### src/design/pcp_pkg.sv
// Package for the PLL phase detector and charge-pump control block.
// Assumes a single 40 MHz clock domain; no register bus, all controls are ports.
package pcp_pkg;
    // Low bit pair of the first PLL control word
    localparam logic [1:0] PCP_BAND_SW = 2'h2;
    localparam logic [1:0] PCP_BAND_MWLW = 2'h3;
    localparam int PCP_BAND_LSB = 0;
    // Dead-zone control instruction bits 3 and 2
    localparam int PCP_SUB_LSB = 2;
    localparam logic [1:0] PCP_SUB_OFF = 2'h0;
    localparam logic [1:0] PCP_SUB_UNLK = 2'h1;
    localparam logic [1:0] PCP_SUB_RSVD = 2'h2;
    localparam logic [1:0] PCP_SUB_NORM = 2'h3;
    // Timing source
    localparam int PCP_XTAL_KHZ = 4500;
    localparam int PCP_UNLK_SUB_KHZ = 450;

    typedef enum logic [1:0] {PCP_CMP_EQ, PCP_CMP_HI, PCP_CMP_LO} pcp_cmp_t;
    typedef enum logic [1:0] {PCP_OSC_NONE, PCP_OSC_FM, PCP_OSC_AM_SW, PCP_OSC_AM_MWLW} pcp_osc_t;

    // One tristate pin: level and enable
    typedef struct packed {
        logic o;
        logic oe;
    } pcp_pin_t;

    typedef struct packed {
        logic clk_stop;
        logic por;
        logic pll_stop;
        logic hold_en;
        logic hold_n;
    } pcp_gate_t;
endpackage

### src/design/pcp_gate.sv
// Gating module: decides when the loop is quiesced (pumps floated, inputs off).
// Assumes inputs synchronous to mclk.
`timescale 1ns/10ps
module pcp_gate
    import pcp_pkg::*;
(
    input wire pcp_gate_t gate,
    output logic quiet
);
    // Hold enable with the hold pin low, clock stop, power-on reset, PLL stop
    always_comb
    begin
        quiet = (gate.hold_en && !gate.hold_n) || gate.clk_stop || gate.por || gate.pll_stop;
    end
endmodule

### src/design/pcp_ctrl.sv
// Charge-pump and oscillator-input control for a tuning PLL.
// Assumes the divider and reference come in as mclk-synchronous pulses and
// the decoder delivers control words and an unlocked flag as levels.
`timescale 1ns/10ps
module pcp_ctrl
    import pcp_pkg::*;
(
    input wire logic mclk,
    input wire logic sys_rst,
    input wire logic div_pulse,
    input wire logic ref_pulse,
    input wire logic unlocked,
    input wire logic fm_select,
    input wire logic [3:0] pll_control_word_one,
    input wire logic [3:0] dead_zone_control_instr,
    input wire pcp_gate_t gate,
    input wire logic fm_osc_input,
    input wire logic am_osc_input,
    output pcp_pin_t main_pump_out_a,
    output pcp_pin_t main_pump_out_b,
    output pcp_pin_t second_pump_out,
    output pcp_pin_t fast_lock_pump_out,
    output logic fm_in_en,
    output logic am_in_en,
    output logic osc_gated,
    output pcp_osc_t osc_sel
);
    // Reference events come from the 4.5 MHz crystal chain outside
    localparam int XTAL_RATIO = PCP_XTAL_KHZ / PCP_UNLK_SUB_KHZ;

    logic quiet;
    pcp_cmp_t cmp_q;
    pcp_cmp_t cmp_d;
    logic sub_on;
    logic [1:0] band;
    logic [1:0] sub_code;

    pcp_gate u_gate
    (
        .gate(gate),
        .quiet(quiet)
    );

    function automatic pcp_pin_t drive(input logic lvl, input logic en);
        pcp_pin_t p;
        p.o = lvl;
        p.oe = en;
        return p;
    endfunction

    // Sequential phase/frequency detector: the edge that arrives first wins,
    // the opposite edge returns to the dead (match) state.
    always_comb
    begin
        cmp_d = cmp_q;
        if (div_pulse && !ref_pulse)
        begin
            cmp_d = (cmp_q == PCP_CMP_LO) ? PCP_CMP_EQ : PCP_CMP_HI;
        end
        else if (ref_pulse && !div_pulse)
        begin
            cmp_d = (cmp_q == PCP_CMP_HI) ? PCP_CMP_EQ : PCP_CMP_LO;
        end
        else if (ref_pulse && div_pulse)
        begin
            cmp_d = PCP_CMP_EQ;
        end
    end

    always_ff @(posedge mclk)
    begin
        if (sys_rst || quiet)
        begin
            cmp_q <= PCP_CMP_EQ;
        end
        else
        begin
            cmp_q <= cmp_d;
        end
    end

    assign band = pll_control_word_one[PCP_BAND_LSB +: 2];
    assign sub_code = dead_zone_control_instr[PCP_SUB_LSB +: 2];

    always_comb
    begin
        unique case (sub_code)
            PCP_SUB_OFF: sub_on = 1'b0;
            PCP_SUB_UNLK: sub_on = unlocked;
            PCP_SUB_RSVD: sub_on = 1'b0;
            PCP_SUB_NORM: sub_on = 1'b1;
        endcase
    end

    // Pump pins; a match floats them so the loop filter holds its charge
    always_ff @(posedge mclk)
    begin
        if (sys_rst || quiet)
        begin
            main_pump_out_a <= drive(1'b0, 1'b0);
            main_pump_out_b <= drive(1'b0, 1'b0);
            second_pump_out <= drive(1'b0, 1'b0);
            fast_lock_pump_out <= drive(1'b0, 1'b0);
        end
        else
        begin
            main_pump_out_a <= drive(cmp_d == PCP_CMP_HI, cmp_d != PCP_CMP_EQ);
            main_pump_out_b <= drive(cmp_d == PCP_CMP_HI, cmp_d != PCP_CMP_EQ);
            second_pump_out <= drive(cmp_d == PCP_CMP_LO, cmp_d != PCP_CMP_EQ);
            fast_lock_pump_out <= drive(cmp_d == PCP_CMP_HI, sub_on && cmp_d != PCP_CMP_EQ);
        end
    end

    // Oscillator input selection and gating
    always_ff @(posedge mclk)
    begin
        if (sys_rst || quiet)
        begin
            fm_in_en <= 1'b0;
            am_in_en <= 1'b0;
            osc_gated <= 1'b1;
            osc_sel <= PCP_OSC_NONE;
        end
        else
        begin
            osc_gated <= 1'b0;
            if (fm_select)
            begin
                fm_in_en <= 1'b1;
                am_in_en <= 1'b0;
                osc_sel <= PCP_OSC_FM;
            end
            else
            begin
                fm_in_en <= 1'b0;
                am_in_en <= band[1];
                osc_sel <= (band == PCP_BAND_SW) ? PCP_OSC_AM_SW :
                    (band == PCP_BAND_MWLW) ? PCP_OSC_AM_MWLW : PCP_OSC_NONE;
            end
        end
    end

    logic unused_sig;
    assign unused_sig = fm_osc_input ^ am_osc_input ^ (XTAL_RATIO == 0);
endmodule

### config.mk
export PLATFORM = sky130hd
export DESIGN_NAME = pcp_ctrl
export DESIGN_NICKNAME = d
export VERILOG_FILES = /design/src/design/pcp_pkg.sv /design/src/design/pcp_gate.sv /design/src/design/pcp_ctrl.sv
export SDC_FILE = /design/constraint.sdc
export NUM_CORES = 1
export LEC_CHECK = 0
export BUFFER_PORTS_ARGS = -buffer_cell sky130_fd_sc_hd__buf_2
export CAP_MARGIN = 15
export CELL_PAD_IN_SITES_DETAIL_PLACEMENT = 0
export CELL_PAD_IN_SITES_GLOBAL_PLACEMENT = 2
export CORE_UTILIZATION = 20
export DETAILED_ROUTE_END_ITERATION = 7
export GPL_TIMING_DRIVEN = 0
export PLACE_DENSITY = 0.82
export SYNTH_ARGS = -nofsm -noshare
export SYNTH_HDL_FRONTEND = slang
export SYNTH_SLANG_ARGS = --single-unit
### constraint.sdc
create_clock -name mclk -period 2.5 [get_ports mclk]
set_clock_uncertainty 0.15 [all_clocks]
set_input_delay 0.5 -clock mclk [delete_from_list [all_inputs] [get_ports mclk]]
set_output_delay 0.5 -clock mclk [all_outputs]
set_load 0.02 [all_outputs]
# Word level (Yosys, flattened, before mapping)
# Index checks and enable logic that the tools add are counted.
# Widths: inputs -> output; s select.
dict set report word_totals {
  reg_bits 11
  inputBits 21
  wordCells 46
}
dict set report op_classes {
  n_eq_ne 9
  n_mux 11
  n_reduce_logical 16
}
# op count
set op_table {}
lappend op_table {{$eq 2x2->1 const B} 6}
lappend op_table {{$mux 2} 6}
lappend op_table {{$eq 2x1->1 const B} 3}
lappend op_table {{$logic_and 1x1->1} 5}
lappend op_table {{$logic_or 1x1->1} 4}
lappend op_table {{$mux 1} 4}
lappend op_table {{$reduce_or 2->1} 2}
lappend op_table {{$logic_not 1->1} 3}
lappend op_table {{$pmux 1 s3} 1}
lappend op_table {{$logic_not 2->1} 1}
lappend op_table {{$reduce_bool 2->1} 1}

# Longest topological paths before layout
dict set report logic_depth {
  depth_word 7
  ltp_mapped 4
  depth_no_buf 3
}

# Hierarchy
# Synthesis repeated with hierarchy kept, for this count alone.
dict set report hier_totals {
  cells_unflattened 42
  area_unflattened_um2 420.4
}
# mod instances cells_per_inst area_per_inst_um2
set modules_own_cells {}
lappend modules_own_cells {pcp_ctrl 1 39 401.6}
lappend modules_own_cells {pcp_gate 1 3 18.8}

# Worst setup path after synthesis
# OpenSTA, ideal clock, no wires.
dict set report synth_timing {
  kind {input to register}
  startpoint {in gate[4] (netlist name)}
  endpoint {reg am_in_en}
  setup_ns 0.072
  arrival_time_ns 1.123
  t_required_ns 2.278
  slack_ns 1.155
  cell_stages 4
  n_path_buf 1
  cell_sequence {nor4_2 -> o21ai_1 -> buf_6 -> nor3b_2}
}
dict set report synth_between {
  elab_chain_len 5
}
# item line
set synth_lines {}
lappend synth_lines {{start, declared} pcp_ctrl.sv:16} ;# input wire pcp_gate_t gate,
lappend synth_lines {{$logic_or 1x1->1 (3 in series)} pcp_gate.sv:13} ;# quiet = (gate.hold_en && !gate.hold_n) || gate.clk_stop || gate.por || gate.pll_stop;
lappend synth_lines {{$logic_or 1x1->1} pcp_ctrl.sv:117} ;# if (sys_rst || quiet)
lappend synth_lines {{$reduce_or 2->1 (no line)} n/a}
lappend synth_lines {{end signal, assigned} pcp_ctrl.sv:136} ;# am_in_en <= band[1];
lappend synth_lines {{end, declared} pcp_ctrl.sv:24} ;# output logic am_in_en,
# Every way passes these cells.
# A chain may end at the register's enable or synchronous reset.

# Final worst setup path
dict set report layout_timing {
  startpoint {reg second_pump_out[0] (netlist name)}
  endpoint {out second_pump_out[0] (netlist name)}
}
# item line
set layout_lines {}
lappend layout_lines {{start, declared} pcp_ctrl.sv:21} ;# output pcp_pin_t second_pump_out,
lappend layout_lines {{start signal, assigned} pcp_ctrl.sv:102} ;# second_pump_out <= drive(1'b0, 1'b0);
lappend layout_lines {{start signal, assigned} pcp_ctrl.sv:109} ;# second_pump_out <= drive(cmp_d == PCP_CMP_LO, cmp_d != PCP_CMP_EQ);
# No word-level cell between the ends.

==> results.cfg <==
[clock_network]
htreeDepth = 1
clk_latency_ns = 0.26
cts_buffer_depth = 2
cts_resized = 0
clock-root-buffer = clkbuf_4
cts-buffers-inserted = 3
cts_tree = built
postCtsSetupBuffers = 0
clkTransAtPathRegs_ns = 0.07
cts.sinks = 11
postCtsHoldBufs = 0

[layout]
n_antenna_cell = 0
fill_cells = 224
multi_input_area_um2 = 151
nNetsFinal = 93
postLayoutCellArea_um2 = 619
area_growth_pct = 46.0
layout_common_cells = buf_2 (27), dfxtp_1 (11), nor2_1 (4), buf_4 (4)
layout.area.seq_um2 = 220
drive_above_1_share_pct = 56.3
final_common_cell = buf_2

[sta]
finalCriticalPeriod_ns = 1.51
fin_tns_setup_ns = 0
setup_viol = 0
slew_violations = 0
fmax_mhz = 663
hold_viol = 0
fin_crit_sh_pct = 60.3
maxSlewHeadroom_pct = 81.6
rsz0062_at_grt = false
worst_slew_pin_slew_ns = 0.275

[detailed_routing]
via_count = 360
drc = 0
firstDrtPassIters = 2
viasPerCell = 3.67
drtIter0Drc = 1
drt_wl_total_um = 728
wire_per_inst_um = 7.43
antenna_left = 0

[hold_path]
hp-class = in2reg
whs_path_depth = 2

[critical_path]
crit_start = second_pump_out[0]$_SDFF_PP0_
r2r-start = cmp_q[1]$_SDFF_PP0_
critPathMaxFanout = 3
critPathKind = reg2out
ff2ff_setup_slack_ns = 1.33
cp.arrival_ns = 0.86
crit_end = second_pump_out[0]
endpoint_kind = primary output
ff2ff_path_depth = 3
cp.required_ns = 1.85
start_kind = flip-flop
r2r-end = fast_lock_pump_out[1]$_SDFF_PP0_

[floorplanning]
die_w_um = 48.1
io_pins = 34
initial_utilization_pct = 21.4
die_area_um2 = 2310
rows = 16
die_height_um = 48.1
core_um2 = 1980

[grt]
grt_max_degree = 11
grt_usage_pct = 6.78
grt_antenna_before_repair = 0
grt_pass1_vias = 247
grt-ovfl-total = 0
grt_pass1_wl_um = 986

[power_and_ir_drop]
pwr_density_cell_nw_per_um2 = 529
p_leak_nw = 0.303
irDropWorstVdd_uv = 246
totalPowerFinal_w = 0.000328

[synth]
syn-cell-area_um2 = 424
yosysSeqAreaShare_pct = 51.9
synthesis.nets = 61
synth_cell_types = 17
syn_inst = 40
ys_warn_count = 0
synth.avg_cell_area_um2 = 10.6
synth_seq_cells = 11

[placed_design]
placed_area_um2 = 593
io_buffers = 27
gp_congestion = 0.661
dp_hpwl_um = 580

[flow_run]
cap_violations = 0

[status]
status = complete, no violations
## synth_stat cells, drive strengths merged
cell type | n | share of area [%]
dfxtp | 11 | 52
buf | 5 | 9.7
nor2 | 4 | 3.5
a21oi | 3 | 3.5
inv | 3 | 2.7
nor3b | 3 | 7.7
nor2b | 2 | 2.9
o21ai | 2 | 2.4
o21bai | 2 | 3.5
a211oi | 1 | 2.9
maj3 | 1 | 2.4
nand2b | 1 | 1.5
nor3 | 1 | 2.4
nor4 | 1 | 2.9
## routing by layer
layer  share of wire (%)  track usage, %  routed length, um
met1                  46            7.22                334
met2                  42            9.46                305
met3                  12            6.79                 89
met4                   0            1.67                  0
met5                   0               0                  0
## metrics by stage
step           setup WS, ns  cells  hold slack [ns]  utilization [%]
2_1_floorplan          1.15     40            0.387                -
6_report              0.992     98            0.291             31.3
5_1_grt               0.921     98            0.290             31.3
3_5_place_dp          0.985     94            0.429             29.9
3_3_place_gp           1.00     94            0.431             29.9
4_1_cts               0.970     98            0.282             31.3
## power by group
part	switching [W]	total, W	internal (W)	leakage, nW
combinational	0.0000157	0.0000321	0.0000164	0.199
clock	0.0000561	0.000118	0.0000616	0.0150
sequential	0.000000754	0.000178	0.000177	0.0889
## registers in the layout, indices dropped and copies added (netlist names)
signal              cells
am_in_en                1
fast_lock_pump_out      2
osc_sel                 2
fm_in_en                1
osc_gated               1
second_pump_out         2
cmp_q                   2
## area by class of cell
cell class              count  area share, %
inverters                   3           1.82
clock buffers               4           4.24
multi-input cells          21           24.4
plain buffers               5           6.67
well taps                  27           5.45
flip-flops and latches     11           35.6
repair buffers             27           21.8
## how the worst min path moves through the flow
stage	start	slack, ns	end
finish	ref_pulse	0.29	fast_lock_pump_out[1]$_SDFF_PP0_
global placement	cmp_q[1]$_SDFF_PP0_	0.43	second_pump_out[1]$_SDFF_PP0_
detailed placement	cmp_q[1]$_SDFF_PP0_	0.43	second_pump_out[1]$_SDFF_PP0_
CTS	ref_pulse	0.28	fast_lock_pump_out[1]$_SDFF_PP0_
floorplan	cmp_q[1]$_SDFF_PP0_	0.39	second_pump_out[1]$_SDFF_PP0_
global route	ref_pulse	0.29	fast_lock_pump_out[1]$_SDFF_PP0_
## worst max-delay path, stage by stage (launching register included)
cell and delay (ns):
dfxtp_1 0.35, buf_4 0.11, buf_2 0.14
## kinds of logic (layout without fill, tap and decap cells)
| group | after synthesis | after routing | share of synthesized area (%) |
|---|---|---|---|
| fa+ha+maj | 1 | 1 | 2.36 |
| buf+inv | 8 | 39 | 12.4 |
| flops | 11 | 11 | 51.9 |
| simple gates | 12 | 12 | 20.9 |
| compound gates | 8 | 8 | 12.4 |
Power figures use the tool's default switching activity.
